**config.mk**
```make
export PLATFORM = sky130hd
export DESIGN_NAME = basic_mode_control
export DESIGN_NICKNAME = d
export VERILOG_FILES = /design/src/basic_mode_pkg.sv /design/src/pin_sync.sv /design/src/col_test_gen.sv /design/src/basic_mode_control.sv
export SDC_FILE = /design/constraint.sdc
export NUM_CORES = 1
export LEC_CHECK = 0
export ABC_AREA = 1
export BUFFER_PORTS_ARGS = -buffer_cell sky130_fd_sc_hd__buf_2
export CORE_MARGIN = 2
export CORE_UTILIZATION = 35
export CTS_CLUSTER_DIAMETER = 60
export DETAILED_ROUTE_END_ITERATION = 10
export GPL_ROUTABILITY_DRIVEN = 0
export PLACE_DENSITY = 0.67
export SLEW_MARGIN = 40
export SYNTH_ARGS = -nofsm -noshare
export SYNTH_HDL_FRONTEND = slang
export SYNTH_SLANG_ARGS = --single-unit
export TNS_END_PERCENT = 1
```
**constraint.sdc**
```tcl
create_clock -name pclk -period 1.27 [get_ports pclk]
set_clock_uncertainty 0.2 [all_clocks]
set_input_delay 0.254 -clock pclk [delete_from_list [all_inputs] [get_ports pclk]]
set_output_delay 0.254 -clock pclk [all_outputs]
set_load 0.005 [all_outputs]
```
**src/basic_mode_pkg.sv**
```systemverilog
/*
 Constants for the basic mode control register block: bit positions,
 reset values, bus decode and timing counts.
 Assumes a 100 MHz APB clock and a single register at byte address zero.
*/
package basic_mode_pkg;
	localparam int unsigned CLK_PERIOD_NS = 10;
	// Bit time at the fastest port speed
	localparam int unsigned BIT_TIME_NS = 10;
	localparam int unsigned COL_ASSERT_BIT_TIMES = 512;
	localparam int unsigned COL_DEASSERT_BIT_TIMES = 4;
	// Longest times round down, with no floor at one cycle
	localparam int unsigned COL_ASSERT_MAX_CYCLES =
		(COL_ASSERT_BIT_TIMES * BIT_TIME_NS) / CLK_PERIOD_NS;
	localparam int unsigned COL_DEASSERT_MAX_CYCLES =
		(COL_DEASSERT_BIT_TIMES * BIT_TIME_NS) / CLK_PERIOD_NS;
	// Cycles after reset release before straps are taken
	localparam logic [1:0] STRAP_WAIT = 2'h3;

	localparam logic [11:0] ADDR_BASIC_MODE_CONTROL = 12'h000;
	localparam int unsigned REG_W = 16;

	localparam int unsigned BIT_SPEED = 13;
	localparam int unsigned BIT_AN_ENABLE = 12;
	localparam int unsigned BIT_POWER_DOWN = 11;
	localparam int unsigned BIT_ISOLATE = 10;
	localparam int unsigned BIT_AN_RESTART = 9;
	localparam int unsigned BIT_DUPLEX = 8;
	localparam int unsigned BIT_COL_TEST = 7;
	localparam int unsigned BIT_UNIDIR = 5;

	localparam logic RST_POWER_DOWN = 1'b0;
	localparam logic RST_ISOLATE = 1'b0;
	localparam logic RST_AN_RESTART = 1'b0;
	localparam logic RST_COL_TEST = 1'b0;
	localparam logic RST_UNIDIR = 1'b0;
	localparam logic [31:0] RDATA_ZERO = 32'h0000_0000;
endpackage : basic_mode_pkg

```
**src/pin_sync.sv**
```systemverilog
/*
 Two-flip-flop synchroniser for a vector of pin levels.
 Assumes levels, not pulses, and a constant reset value.
*/
`timescale 1ns/1ps
module pin_sync #(
	parameter int unsigned W = 1,
	parameter logic [W-1:0] RESET_VAL = '0
) (
	// Clock and reset
	input wire logic clk,
	input wire logic rst_n,
	// Levels
	input wire logic [W-1:0] async_in,
	output logic [W-1:0] sync_out
);
	logic [W-1:0] meta_q;

	always_ff @(posedge clk or negedge rst_n)
	begin
		if (!rst_n)
		begin
			meta_q <= RESET_VAL;
			sync_out <= RESET_VAL;
		end
		else
		begin
			meta_q <= async_in;
			sync_out <= meta_q;
		end
	end
endmodule : pin_sync

```
**src/col_test_gen.sv**
```systemverilog
/*
 Collision test generator: drives collision while transmit enable is
 seen in collision test mode.
 Assumes tx_en already synchronised to clk.
*/
`timescale 1ns/1ps
module col_test_gen (
	// Clock and reset
	input wire logic clk,
	input wire logic rst_n,
	// Control
	input wire logic test_en,
	input wire logic tx_en,
	// Result
	output logic col
);
	// Registered so that collision follows transmit enable by one cycle
	always_ff @(posedge clk or negedge rst_n)
	begin
		if (!rst_n)
			col <= 1'b0;
		else
			col <= test_en & tx_en;
	end
endmodule : col_test_gen

```
**src/basic_mode_control.sv**
```systemverilog
/*
 Basic mode control register of a fast Ethernet transceiver, reached as
 an APB slave, with the mode outputs it steers toward the port logic.
 Assumes straps and the power down pin, transmit enable and link status
 are pins; negotiation handshake and results come from logic on pclk.
*/
// Chosen here: the APB interface to the registers and the register addresses.
`timescale 1ns/1ps
module basic_mode_control (
	// APB clock and reset
	input wire logic pclk,
	input wire logic presetn,
	// APB slave
	input wire logic psel,
	input wire logic penable,
	input wire logic pwrite,
	input wire logic [11:0] paddr,
	input wire logic [31:0] pwdata,
	output logic [31:0] prdata,
	output logic pready,
	output logic pslverr,
	// Strap and control pins
	input wire logic strap_an_enable,
	input wire logic strap_speed_100,
	input wire logic strap_full_duplex,
	input wire logic fiber_mode_enable,
	input wire logic power_down_pin_n,
	// Port status pins
	input wire logic tx_en,
	input wire logic link_up,
	// Negotiation logic, same clock
	input wire logic an_started,
	input wire logic an_speed_100,
	input wire logic an_full_duplex,
	output logic an_restart_req,
	// Mode outputs
	output logic an_enable,
	output logic speed_100,
	output logic full_duplex,
	output logic power_down,
	output logic isolate,
	output logic col,
	output logic tx_allowed
);
	localparam int unsigned REG_W_L = basic_mode_pkg::REG_W;

	logic [4:0] pins_sync;
	logic s_an, s_speed, s_duplex, s_fiber, s_pd_n;
	logic txen_sync, link_sync;
	logic [1:0] strap_cnt_q;
	logic strap_done_q;
	logic strap_load;
	logic speed_q, an_en_q, pd_q, iso_q, restart_q, duplex_q;
	logic col_test_q, unidir_q;
	logic access, wr_acc, rd_acc, hit;
	logic [REG_W_L-1:0] wdata;
	logic [REG_W_L-1:0] reg_val;
	logic restart_set;
	logic eff_speed, eff_duplex, eff_pd;
	logic col_raw;

	pin_sync #(
		.W(5),
		.RESET_VAL(5'h10)
	) u_strap_sync (
		.clk(pclk),
		.rst_n(presetn),
		.async_in({power_down_pin_n, fiber_mode_enable, strap_full_duplex,
			strap_speed_100, strap_an_enable}),
		.sync_out(pins_sync)
	);

	assign s_an = pins_sync[0];
	assign s_speed = pins_sync[1];
	assign s_duplex = pins_sync[2];
	assign s_fiber = pins_sync[3];
	assign s_pd_n = pins_sync[4];

	pin_sync #(
		.W(2),
		.RESET_VAL(2'h0)
	) u_port_sync (
		.clk(pclk),
		.rst_n(presetn),
		.async_in({link_up, tx_en}),
		.sync_out({link_sync, txen_sync})
	);

	// Straps are caught once the synchroniser holds real pin levels
	always_ff @(posedge pclk or negedge presetn)
	begin
		if (!presetn)
			strap_cnt_q <= 2'h0;
		else if (!strap_done_q)
			strap_cnt_q <= strap_cnt_q + 2'h1;
	end

	always_ff @(posedge pclk or negedge presetn)
	begin
		if (!presetn)
			strap_done_q <= 1'b0;
		else if (strap_load)
			strap_done_q <= 1'b1;
	end

	assign strap_load = !strap_done_q &&
		(strap_cnt_q == basic_mode_pkg::STRAP_WAIT);

	// Bus decode; one wait state, nothing answered before straps load
	assign access = psel & penable & ~pready & strap_done_q;
	assign hit = (paddr == basic_mode_pkg::ADDR_BASIC_MODE_CONTROL);
	assign wr_acc = access & pwrite & hit;
	assign rd_acc = access & ~pwrite & hit;
	assign wdata = pwdata[REG_W_L-1:0];

	always_ff @(posedge pclk or negedge presetn)
	begin
		if (!presetn)
			pready <= 1'b0;
		else
			pready <= access;
	end

	always_ff @(posedge pclk or negedge presetn)
	begin
		if (!presetn)
			pslverr <= 1'b0;
		else
			pslverr <= access & ~hit;
	end

	always_ff @(posedge pclk or negedge presetn)
	begin
		if (!presetn)
			prdata <= basic_mode_pkg::RDATA_ZERO;
		else if (rd_acc)
			prdata <= {16'h0000, reg_val};
		else if (access)
			prdata <= basic_mode_pkg::RDATA_ZERO;
	end

	// Reserved bits 6 and 4:0 are never stored
	always_comb
	begin
		reg_val = '0;
		reg_val[basic_mode_pkg::BIT_SPEED] = speed_q;
		reg_val[basic_mode_pkg::BIT_AN_ENABLE] = an_en_q;
		reg_val[basic_mode_pkg::BIT_POWER_DOWN] = pd_q;
		reg_val[basic_mode_pkg::BIT_ISOLATE] = iso_q;
		reg_val[basic_mode_pkg::BIT_AN_RESTART] = restart_q;
		reg_val[basic_mode_pkg::BIT_DUPLEX] = duplex_q;
		reg_val[basic_mode_pkg::BIT_COL_TEST] = col_test_q;
		reg_val[basic_mode_pkg::BIT_UNIDIR] = unidir_q;
	end

	always_ff @(posedge pclk or negedge presetn)
	begin
		if (!presetn)
			an_en_q <= 1'b0;
		else if (strap_load)
			an_en_q <= s_an & ~s_fiber;
		else if (wr_acc)
			an_en_q <= wdata[basic_mode_pkg::BIT_AN_ENABLE];
	end

	always_ff @(posedge pclk or negedge presetn)
	begin
		if (!presetn)
			speed_q <= 1'b0;
		else if (strap_load)
			speed_q <= s_speed;
		else if (wr_acc)
			speed_q <= wdata[basic_mode_pkg::BIT_SPEED];
	end

	always_ff @(posedge pclk or negedge presetn)
	begin
		if (!presetn)
			duplex_q <= 1'b0;
		else if (strap_load)
			duplex_q <= s_duplex;
		else if (wr_acc)
			duplex_q <= wdata[basic_mode_pkg::BIT_DUPLEX];
	end

	// Pin set wins over a software clear
	always_ff @(posedge pclk or negedge presetn)
	begin
		if (!presetn)
			pd_q <= basic_mode_pkg::RST_POWER_DOWN;
		else if (!s_pd_n)
			pd_q <= 1'b1;
		else if (wr_acc)
			pd_q <= wdata[basic_mode_pkg::BIT_POWER_DOWN];
	end

	always_ff @(posedge pclk or negedge presetn)
	begin
		if (!presetn)
			iso_q <= basic_mode_pkg::RST_ISOLATE;
		else if (wr_acc)
			iso_q <= wdata[basic_mode_pkg::BIT_ISOLATE];
	end

	always_ff @(posedge pclk or negedge presetn)
	begin
		if (!presetn)
			col_test_q <= basic_mode_pkg::RST_COL_TEST;
		else if (wr_acc)
			col_test_q <= wdata[basic_mode_pkg::BIT_COL_TEST];
	end

	always_ff @(posedge pclk or negedge presetn)
	begin
		if (!presetn)
			unidir_q <= basic_mode_pkg::RST_UNIDIR;
		else if (wr_acc)
			unidir_q <= wdata[basic_mode_pkg::BIT_UNIDIR];
	end

	// Restart counts only with enable in the same written word
	assign restart_set = wr_acc & wdata[basic_mode_pkg::BIT_AN_RESTART] &
		wdata[basic_mode_pkg::BIT_AN_ENABLE];

	// A new write of one beats the start acknowledge
	always_ff @(posedge pclk or negedge presetn)
	begin
		if (!presetn)
			restart_q <= basic_mode_pkg::RST_AN_RESTART;
		else if (restart_set)
			restart_q <= 1'b1;
		else if (an_started)
			restart_q <= 1'b0;
		else if (wr_acc)
			restart_q <= 1'b0;
	end

	// No second request while one is still pending
	always_ff @(posedge pclk or negedge presetn)
	begin
		if (!presetn)
			an_restart_req <= 1'b0;
		else
			an_restart_req <= restart_set & ~restart_q;
	end

	// Negotiated results replace the forced bits while enabled
	assign eff_speed = an_en_q ? an_speed_100 : speed_q;
	assign eff_duplex = an_en_q ? an_full_duplex : duplex_q;
	assign eff_pd = pd_q | ~s_pd_n;

	always_ff @(posedge pclk or negedge presetn)
	begin
		if (!presetn)
		begin
			an_enable <= 1'b0;
			speed_100 <= 1'b0;
			full_duplex <= 1'b0;
		end
		else
		begin
			an_enable <= an_en_q;
			speed_100 <= eff_speed;
			full_duplex <= eff_duplex;
		end
	end

	// Register block stays alive; only the port is powered down
	always_ff @(posedge pclk or negedge presetn)
	begin
		if (!presetn)
			power_down <= basic_mode_pkg::RST_POWER_DOWN;
		else
			power_down <= eff_pd;
	end

	always_ff @(posedge pclk or negedge presetn)
	begin
		if (!presetn)
			isolate <= basic_mode_pkg::RST_ISOLATE;
		else
			isolate <= iso_q;
	end

	col_test_gen u_col (
		.clk(pclk),
		.rst_n(presetn),
		.test_en(col_test_q & ~eff_pd),
		.tx_en(txen_sync),
		.col(col_raw)
	);

	// Collision is not driven toward an isolated MAC
	always_ff @(posedge pclk or negedge presetn)
	begin
		if (!presetn)
			col <= 1'b0;
		else
			col <= col_raw & ~iso_q;
	end

	// At 10 Mb/s link is always required
	always_ff @(posedge pclk or negedge presetn)
	begin
		if (!presetn)
			tx_allowed <= 1'b0;
		else
			tx_allowed <= ~eff_pd &
				(link_sync | (unidir_q & eff_speed));
	end
endmodule : basic_mode_control

```
==> results of run 1 <==
==> worst min-delay path by stage <==
| stage | end | cells after the start |
|---|---|---|
| floorplan | an_en_q | 0 |
| global placement | strap_cnt_q[0] | 2 |
| detailed placement | strap_cnt_q[1] | 2 |
| CTS | an_restart_req | 3 |
| global route | an_restart_req | 3 |
| finish | an_restart_req | 3 |
==> sequential cells by signal (all words and copies together) (netlist names), 2 cells and up <==
signal	cells
u_port_sync.meta_q	2
strap_cnt_q	2
u_port_sync.sync_out	2
u_strap_sync.sync_out	5
u_strap_sync.meta_q	5
prdata	8
==> cell type report <==
type,instances,area (um^2),area share (%)
clock buffer,8,90.1,3.61
inverter,8,30.0,1.20
multi-input combinational,118,623,25.0
sequential,44,1100,44.3
tap,70,87.6,3.51
timing repair buffer,83,559,22.4
==> power by group through the flow <==
stage	registers, mW	logic [mW]	clock network [mW]
final	1.45	0.227	0.877
after global routing	1.46	0.261	0.961
after CTS	1.45	0.220	0.902
after detailed placement	1.48	0.181	0
after global placement	1.48	0.178	0
after floorplan	1.48	0.111	0
==> per-layer routing <==
metal	vias up	routed length, um
met5	-	0
met4	0	40
met3	5	268
met2	59	1640
met1	605	1490
li1	671	-
==> worst reg2reg max path, delay by kind of cell (launching register included) <==
| kind | cells | cell delay (ns) |
|---|---|---|
| simple gates | 3 | 0.22 |
| flops | 1 | 0.42 |
| buf+inv | 3 | 0.42 |
==> cell usage after synthesis <==
| cell | instances |
|---|---|
| nand2_1 | 46 |
| dfrtp_1 | 42 |
| buf_4 | 24 |
| nand3_1 | 17 |
| nor2_1 | 11 |
| inv_1 | 8 |
| dfstp_2 | 2 |
| nand2_2 | 2 |
| nand3b_1 | 2 |
| nand4_1 | 2 |
| a21oi_1 | 1 |
| and2_1 | 1 |
| and2_2 | 1 |
| buf_6 | 1 |
| clkbuf_1 | 1 |
| conb_1 | 1 |
| ha_1 | 1 |
| mux2_2 | 1 |
| nand2_4 | 1 |
| nand3_4 | 1 |
| nor2_2 | 1 |
| nor3_2 | 1 |
| nor3_4 | 1 |
| o21ai_0 | 1 |
| o31ai_1 | 1 |
| xnor2_1 | 1 |
==> cell families after synthesis <==
logic type      count (synthesis)
simple gates                   87
flops                          44
buf+inv                        34
compound gates                  3
fa+ha+maj                       1
other cells                     1
xor+xnor                        1
mux                             1
==> timing repair <==
item	CTS	global route
hold buffers	14	0
setup endpoints to repair	16	28
setup buffers	3	1
gates resized for setup	4	14
endpoints found under the hold margin	57	0
pin swaps	4	9
cloned	1	0
==> stage by stage <==
step	area, um^2	hold WS (ns)
6_report	2490	0.0288
5_1_grt	2490	0.0243
4_1_cts	2420	0.0144
3_5_place_dp	2150	0.0493
3_3_place_gp	2150	0.0479
2_1_floorplan	1880	-0.242
==> results by group, run 1 <==
Clocking
  • Max H-tree Level: 2
  • CTS tree: done
  • CTS buffer count: 5
  • Later-pin clock latency in the skew report: 0.29 ns
  • Sink Count: 44
  • CTS Root Cell: clkbuf_8
  • CTS clk-pin slew, worst paths: 0.08 ns
  • Max Root-Sink Buffers: 2

Critical path
  • Most used cell, CP: buf_4
  • Critical path's slowest cell: dfrtp_1
  • WP data required: approximately 1.3 ns
  • CP max stage delay: 0.42 ns
  • CP startpoint kind: register
  • Arrival @ worst endpoint: 1.36 ns
  • CP Capture Type: register
  • Worst Reg-to-Reg Cells: 6
  • Worst path depth: 6
  • Crit path max fanout: 6
  • CP startpoint: strap_done_q
  • FF-to-FF Start: strap_done_q
  • CP top delay family: buffers and inverters
  • Reg2reg end: an_en_q
  • CP Cell Sequence: buf_4 > inv_1 > nand2_4 > buf_4 > nand3_1 > nand2_1
  • CP bufs+invs: 3
  • Critical path endpoint: an_en_q
  • Reg2Reg Setup Slack: -0.10 ns
  • Kind of critical path: register to register

Synth
  • Synth cell types: 26
  • Largest family of logic cells by synthesized area: simple AND/OR/NAND/NOR gates
  • Synth top area cells: dfrtp_1, buf_4, nand2_1
  • Adder-Cell Fraction of Synth Area: 0.696%
  • Area share of the largest cell type after synthesis: approximately three fifths
  • Post-synthesis simple-gate area fraction: 23.1%
  • Complex-gate fraction of the synthesized area: 0.975%
  • Yosys top cell by area: dfrtp_1
  • Mapped Avg Cell Area: 10.4 um^2
  • Synth Register Bits: 44
  • Sequential area share after synthesis: 61.4%
  • Syn Inst Count: 172
  • Mux contribution to synthesized area: 0.627%
  • Synth warn: 0
  • Netlist Area Pre-Place: 0.00180 mm^2
  • XOR/XNOR Fraction of Synth Area: 0.487%

Route
  • Detailed-route via count: about 1300
  • Drt initial violations: 49
  • Vias/cell: 4.05
  • Pre-antenna DRT Iters: 4
  • Post-Route WL: 3.44 mm
  • Final ANT Viol Nets: 0
  • Drc violations: 0
  • Wirelength per Cell: 10.4 um

Placement
  • I/O Buffers: 52
  • Final HPWL DP: 2.36 mm
  • Pre-CTS WS: -0.170 ns
  • Cell count after placement: between 300 and 400

Final layout
  • Synth-to-Final Area Change: 38.8%
  • Fin cells: ~330
  • Number of diodes: 0
  • Commonest cells after routing, fill and taps aside: buf_2, nand2_1, dfrtp_1
  • Most common cell after layout, fill and taps aside: buf_2
  • Nets: 320
  • Fillcell total: roughly 480
  • Final core occ: between 40% and 50%
  • Share of cells above drive strength 1: 37.2%

Pwr
  • Pleak: 1.37 nW
  • Psw: 560 uW
  • Clk pwr share: 34.3%
  • Int Pwr: 2.00 mW
  • Worst VDD drop: roughly 550 uV
  • Tot Pwr: 2.56 mW
  • Power per cell area: 1030 mW/mm^2
  • Sw Ratio: 21.9%
  • Gate power share: between 8 and 9%
  • Flop pwr share: 56.8%

Global route
  • Met2 Usage GRT: 21.0%
  • First-pass GRT wire length: 5.41 mm
  • Most crowded layer after global routing: met2
  • Routing usage on met1: 15.9%
  • Largest net degree at the start of global routing: between 40 and 50
  • Met3 Resource Use GR: 4.50%
  • GR Util All Layers: about an eighth
  • Total grt overflow: 0
  • Antenna violations before repair: 0
  • Number of global-route vias before repair: 1218

STA
  • Pins Over Slew Limit: 0
  • Setup_tns: -1.03 ns
  • Final Hold Fails: 0
  • Worst setup margin: -0.104 ns
  • RSZ-0062 raised after global routing: true
  • Max Fclk: 728 MHz
  • Fin crit share: 108%
  • Fin crit period: 1.37 ns
  • Final-report setup violation count: 16

Worst hold path
  • Hold Crit Class: primary input to register
  • Hold Crit Start: pwdata[12]

Floorplan
  • Horiz. Die Dim: ~76 um
  • Core area: 0.00504 mm^2
  • Core Rows: 26
  • DIE AREA: 0.00572 mm^2
  • DIE HEIGHT: 75.7 um
  • Starting density of the core: between 30% and 40%
  • Top-level I/O count: 101

Run
  • Maxcap violations: 0

Run status
  • Status: complete, but fails checks
  • Violated checks: negative setup slack
Note: power is estimated with default switching activity, not from simulation.
==> run 2, diff against run 1 <==
--- a/config.mk
+++ b/config.mk
@@ -13,6 +13,7 @@
 export DETAILED_ROUTE_END_ITERATION = 10
 export GPL_ROUTABILITY_DRIVEN = 0
 export PLACE_DENSITY = 0.67
+export RECOVER_POWER = 50
 export SLEW_MARGIN = 40
 export SYNTH_ARGS = -nofsm -noshare
 export SYNTH_HDL_FRONTEND = slang
==> run 2 against run 1 <==
Effect of this change:
- the run still ends with negative setup slack left
- non-clock buffer count unchanged
- via count unchanged
- sequential share of layout area increased by 0.25 points
- routed wire length about the same
==> results by group, run 2 (synthesis gave the netlist of run 1 again) <==
Run status
  • Status: complete, but fails checks
  • Violated checks: negative setup slack

Final layout
  • Multi-input gate area: 623 um^2 (unchanged)
  • Number of diodes: 0 (unchanged)
  • Nets: 320 (unchanged)
  • FF/Latch Area: 0.00110 mm^2 (unchanged)
  • Share of cells above drive strength 1: 36.4% (-0.77 points)
  • Max reg flops: 8 (unchanged)
  • Commonest cells after routing, fill and taps aside: buf_2, nand2_1, dfrtp_1
  • Final Instance Area: 0.00248 mm^2 (-0.55%)
  • Most common cell after layout, fill and taps aside: buf_2
  • Largest reg by FF count: prdata
  • Largest regs: prdata: 8 flops, u_strap_sync.meta_q: 5 flops, u_strap_sync.sync_out: 5 flops
  • Synth-to-Final Area Change: 38.0%
  • Fillcell total: 484 (+0.62%)

Critical path
  • Reg2Reg Setup Slack: -0.10 ns (about the same)
  • Arrival @ worst endpoint: 1.36 ns (about the same)
  • FF-to-FF Start: strap_done_q
  • Kind of critical path: register to register
  • CP Cell Sequence: buf_4 > inv_1 > nand2_4 > buf_4 > nand3_1 > nand2_1
  • CP startpoint kind: register
  • CP Capture Type: register
  • Reg2reg end: an_en_q
  • Worst Reg-to-Reg Cells: 6 (unchanged)
  • Crit path max fanout: 6 (unchanged)
  • CP max stage delay: 0.42 ns (about the same)
  • WP data required: 1.26 ns (about the same)
  • CP startpoint: strap_done_q
  • Most used cell, CP: buf_4
  • Critical path's slowest cell: dfrtp_1

Route
  • Wirelength per Cell: 10.4 um (about the same)
  • Drc violations: 0 (unchanged)
  • Pre-antenna DRT Iters: 4 (unchanged)
  • Final ANT Viol Nets: 0 (unchanged)
  • Vias/cell: 4.05 (unchanged)
  • Drt initial violations: 49 (unchanged)
  • Detailed-route via count: 1340 (unchanged)
  • Post-Route WL: 3.44 mm (about the same)

Clocking
  • CTS tree: done
  • Max H-tree Level: 2 (unchanged)
  • Later-pin clock latency in the skew report: 0.29 ns (about the same)
  • CTS clk-pin slew, worst paths: 0.08 ns (about the same)
  • Sink Count: 44 (unchanged)
  • CTS Root Cell: clkbuf_8
  • Max Root-Sink Buffers: 2 (unchanged)
  • CTS buffer count: 5 (unchanged)

Floorplan
  • Starting density of the core: 35.6% (unchanged)
  • Core Rows: 26 (unchanged)
  • Top-level I/O count: 101 (unchanged)
  • DIE HEIGHT: 75.7 um (unchanged)
  • DIE AREA: 0.00572 mm^2 (unchanged)
  • Core area: 0.00504 mm^2 (unchanged)
  • Horiz. Die Dim: 75.7 um (unchanged)

Global route
  • Number of global-route vias before repair: 1218 (unchanged)
  • Most crowded layer after global routing: met2
  • Routing usage on met1: 15.9% (unchanged)
  • First-pass GRT wire length: 5.41 mm (unchanged)
  • Met3 Resource Use GR: 4.50% (unchanged)
  • Antenna violations before repair: 0 (unchanged)
  • Met2 Usage GRT: 21.0% (unchanged)
  • GR Util All Layers: 12.9% (unchanged)
  • Largest net degree at the start of global routing: 45 (unchanged)
  • Total grt overflow: 0 (unchanged)

Placement
  • I/O Buffers: 52 (unchanged)
  • Post-DP Area: 0.00215 mm^2 (unchanged)
  • Final HPWL DP: 2.36 mm (unchanged)

STA
  • Max Fclk: 727 MHz (about the same)
  • Final Hold Fails: 0 (unchanged)
  • Worst setup margin: -0.105 ns (-0.000135 ns)
  • Setup_tns: -1.03 ns (-0.000500 ns)
  • Fin crit period: 1.37 ns (+0.000135 ns)
  • Fin crit share: 108% (about the same)
  • RSZ-0062 raised after global routing: true
  • Final-report setup violation count: 16 (unchanged)
  • Pins Over Slew Limit: 0 (unchanged)

Worst hold path
  • Hold depth: 3 (unchanged)
  • Hold Crit Start: pwdata[12]
  • Hold Crit Class: primary input to register
  • Hold Path End: an_restart_req

Pwr
  • Pleak: 1.36 nW (-0.74%)
  • Power per cell area: 1030 mW/mm^2 (+0.33%)
  • Worst VDD drop: 547 uV (about the same)

Run
  • Maxcap violations: 0 (unchanged)
run 2: cell types whose count changed in the layout (fill, tap and decap cells not counted):
cell | previous run | this run
buf_12 | 1 | 0
clkbuf_1 | 2 | 4
buf_2 | 52 | 51
buf_4 | 11 | 10
buf_6 | 5 | 6
run 2: power by group:
group	leakage, nW	switching (mW)	total (mW)	internal [mW]
logic	0.759	0.111	0.222	0.111
clock network	0.0455	0.434	0.877	0.443
registers	0.552	0.0150	1.45	1.44
run 2: area by class of cell:
type                       instances  share of cell area, %
multi-input combinational        118                   25.1
timing repair buffer              83                   22.0
tap                               70                   3.53
inverter                           8                   1.21
clock buffer                       8                   3.63
sequential                        44                   44.5
run 2: worst max-delay path: cells and delay by family (launching register included):
kind | cells | cell delay, ns
AND/OR/NAND/NOR | 3 | 0.22
buffers and inverters | 3 | 0.42
flip-flops | 1 | 0.42
run 2: repair_timing:
action                                 in CTS  in global routing
gates resized for setup                     4                 14
pin swaps                                   4                  9
setup endpoints to repair                  16                 28
hold buffers                               14                  0
endpoints found under the hold margin      57                  0
setup buffers                               3                  1
cloned                                      1                  0
run 2: per-layer routing:
| metal | routed length (um) | share of wire (%) | vias up |
|---|---|---|---|
| li1 | - | - | 671 |
| met1 | 1490 | 43 | 605 |
| met2 | 1640 | 48 | 59 |
| met3 | 268 | 7.8 | 5 |
| met4 | 40 | 1.2 | 0 |
| met5 | 0 | 0 | - |
run 2: worst max path at each step:
stage	to	slack, ns	cells after the start
CTS	pd_q	-0.15	7
global placement	restart_q	-0.14	6
global route	an_en_q	-0.17	6
finish	an_en_q	-0.10	6
floorplan	restart_q	-0.10	6
detailed placement	prdata[8]	-0.17	6
run 2: through the flow:
stage | power [mW] | hold WS [ns] | setup slack, ns | instances | utilization [%]
after floorplan | 1.59 | -0.242 | -0.104 | 195 | -
after global placement | 1.66 | 0.0479 | -0.144 | 304 | 42.6
after detailed placement | 1.66 | 0.0493 | -0.170 | 304 | 42.6
after CTS | 2.57 | 0.0144 | -0.151 | 330 | 48.1
after global routing | 2.68 | 0.0243 | -0.167 | 331 | 49.2
final | 2.55 | 0.0288 | -0.105 | 331 | 49.2
==> run 3, diff against run 2 <==
--- a/config.mk
+++ b/config.mk
@@ -12,7 +12,7 @@
 export CTS_CLUSTER_DIAMETER = 60
 export DETAILED_ROUTE_END_ITERATION = 10
 export GPL_ROUTABILITY_DRIVEN = 0
-export PLACE_DENSITY = 0.67
+export PLACE_DENSITY = 0.73
 export RECOVER_POWER = 50
 export SLEW_MARGIN = 40
 export SYNTH_ARGS = -nofsm -noshare
==> run 3 against run 2 <==
Effect of this change:
- the flow still finishes with violations (negative setup slack)
- cell area fell by 5.1%
- maximum frequency shrank 0.16%
- largest cell class unchanged
- global-route usage is essentially flat
- critical path depth is 1 lower
- highest routed layer unchanged
- die area did not move
==> results by group, run 3 (synthesis gave the netlist of run 1 again) <==
Pwr
  • Flop pwr share: 58.7% (+1.7 points)
  • Tot Pwr: 2.47 mW (-3.1%)
  • Psw: 549 uW (-1.9%)
  • Int Pwr: 1.93 mW (-3.4%)
  • Power per cell area: 1050 mW/mm^2 (+2.1%)
  • Clk pwr share: 33.1% (-1.3 points)
  • Sw Ratio: 22.2% (+0.27 points)
  • Pleak: 1.32 nW (-2.8%)
  • Worst VDD drop: 499 uV (-8.7%)
  • Gate power share: 8.2% (-0.5 points)

STA
  • Fin crit share: 108% (+0.17 points)
  • Fin crit period: 1.38 ns (+0.00221 ns)
  • Max Fclk: 726 MHz (-0.16%)
  • Worst hold slack: 0.0334 ns (+0.00464 ns)
  • Worst setup margin: -0.107 ns (-0.00221 ns)
  • Setup_tns: -0.790 ns (+0.238 ns)
  • RSZ-0062 raised after global routing: true
  • Final Hold Fails: 0 (unchanged)
  • Final-report setup violation count: 11 (-5)
  • Pins Over Slew Limit: 0 (unchanged)

Critical path
  • CP Cell Sequence: nand2_2 > nor3_4 > nand3_4 > nand3b_1 > nand2_1
  • Critical path's slowest cell: dfrtp_1
  • CP Capture Type: register
  • CP top delay family: simple AND/OR/NAND/NOR gates
  • WP data required: 1.25 ns (about the same)
  • Arrival @ worst endpoint: 1.36 ns (about the same)
  • Kind of critical path: register to register
  • Crit path max fanout: 10 (+4)
  • CP startpoint kind: register
  • CP bufs+invs: 0 (-3)
  • CP max stage delay: 0.42 ns (about the same)

Route
  • Final ANT Viol Nets: 0 (unchanged)
  • Post-Route WL: 3.35 mm (-2.6%)
  • Pre-antenna DRT Iters: 4 (unchanged)
  • Vias/cell: 4.08 (+0.71%)
  • Detailed-route via count: 1325 (-1.1%)
  • Drt initial violations: 75 (+53%)
  • Wirelength per Cell: 10.3 um (-0.79%)
  • Drc violations: 0 (unchanged)

Run
  • Maxcap violations: 0 (unchanged)

Global route
  • Met2 Usage GRT: 20.8% (-0.19 points)
  • GR Util All Layers: 12.9% (+0.042 points)
  • Met3 Resource Use GR: 4.89% (+0.40 points)
  • Routing usage on met1: 16.1% (+0.14 points)
  • Antenna violations before repair: 0 (unchanged)
  • Total grt overflow: 0 (unchanged)
  • Largest net degree at the start of global routing: 32 (-29%)
  • First-pass GRT wire length: 5.38 mm (-0.63%)
  • Number of global-route vias before repair: 1242 (+2.0%)
  • Most crowded layer after global routing: met2

Floorplan
  • Starting density of the core: 35.6% (unchanged)
  • Horiz. Die Dim: 75.7 um (unchanged)
  • Top-level I/O count: 101 (unchanged)
  • Core Rows: 26 (unchanged)
  • Core area: 0.00504 mm^2 (unchanged)
  • DIE HEIGHT: 75.7 um (unchanged)
  • DIE AREA: 0.00572 mm^2 (unchanged)

Clocking
  • Max H-tree Level: 2 (unchanged)
  • CTS tree: done
  • CTS Root Cell: clkbuf_8
  • Later-pin clock latency in the skew report: 0.29 ns (about the same)
  • Sink Count: 44 (unchanged)
  • Buffer count from post-CTS setup fixing: 0 (-3)
  • CTS clk-pin slew, worst paths: 0.07 ns (about the same)
  • CTS buffer count: 5 (unchanged)
  • Max Root-Sink Buffers: 2 (unchanged)

Run status
  • Status: complete, but fails checks
  • Violated checks: negative setup slack

Placement
  • Final HPWL DP: 2.48 mm (+5.4%)
  • I/O Buffers: 52 (unchanged)
  • Cell count after placement: 304 (unchanged)

Final layout
  • Largest regs: prdata: 8 flops, u_strap_sync.meta_q: 5 flops, u_strap_sync.sync_out: 5 flops
  • Most common cell after layout, fill and taps aside: buf_2
  • Largest reg by FF count: prdata
  • Fin cells: 325 (-1.8%)
  • Share of cells above drive strength 1: 32.2% (-4.2 points)
  • Fillcell total: 504 (+4.1%)
  • Nets: 314 (-1.9%)
  • Commonest cells after routing, fill and taps aside: buf_2, nand2_1, dfrtp_1
  • Final core occ: 46.7% (-2.5 points)
  • Number of diodes: 0 (unchanged)
  • Synth-to-Final Area Change: 31.0%
  • Max reg flops: 8 (unchanged)

Worst hold path
  • Hold Crit Class: primary input to register
## run 3: changes by cell type in the layout (fill, tap and decap cells not counted), sizes merged
cell         change
buf              -5
clkinv           +1
dlygate4sd3      -1
nand3            -1
## run 3: timing repair
item,CTS,global route
setup endpoints to repair,15,28
hold endpoints to repair,56,0
pin swaps,2,3
hold buffers,13,0
gates resized for setup,0,3
## run 3: final timing paths
kind / start / endpoint / slack [ns] / cells past startpoint
max in group asynchronous: presetn / strap_cnt_q[1] / 0.14 / 3
hold / removal: pwdata[9] / an_restart_req / 0.03 / 3
hold reg to reg: u_strap_sync.meta_q[1] / u_strap_sync.sync_out[1] / 0.15 / 0
setup / recovery: strap_done_q / restart_q / -0.11 / 5
min in group asynchronous: presetn / col / 0.20 / 2
setup reg to reg: strap_done_q / restart_q / -0.11 / 5
## run 3: area by class of cell
type	count	area, um^2	share of cell area (%)
inverter	8	30.0	1.28
timing repair buffer	78	488	20.7
clock inverter	1	5.00	0.213
tap	70	87.6	3.72
clock buffer	7	76.3	3.24
multi-input combinational	117	563	23.9
sequential	44	1100	46.9
## run 3: power by group through the flow
stage	Clock (mW)	Combinational (mW)	Sequential, mW
3_3_place_gp	0	0.177	1.48
6_report	0.818	0.204	1.45
5_1_grt	0.899	0.238	1.46
4_1_cts	0.846	0.212	1.45
3_5_place_dp	0	0.181	1.48
2_1_floorplan	0	0.111	1.48
## run 3: per-stage QoR
step           setup slack (ns)  instance area, um^2
2_1_floorplan            -0.104                 1880
3_3_place_gp             -0.154                 2150
3_5_place_dp             -0.172                 2150
4_1_cts                  -0.137                 2360
5_1_grt                  -0.208                 2350
6_report                 -0.107                 2350
## run 3: layer usage
metal	up-vias	share of wire [%]
met5	-	0
met4	0	1.3
met3	5	7.1
met2	58	49
met1	608	43
li1	654	-
## run 3: tightest hold or removal path: cells and delay by family
family | cells | cell delay (ns)
buffers and inverters | 1 | 0.10
and+or+nand+nor | 2 | 0.13
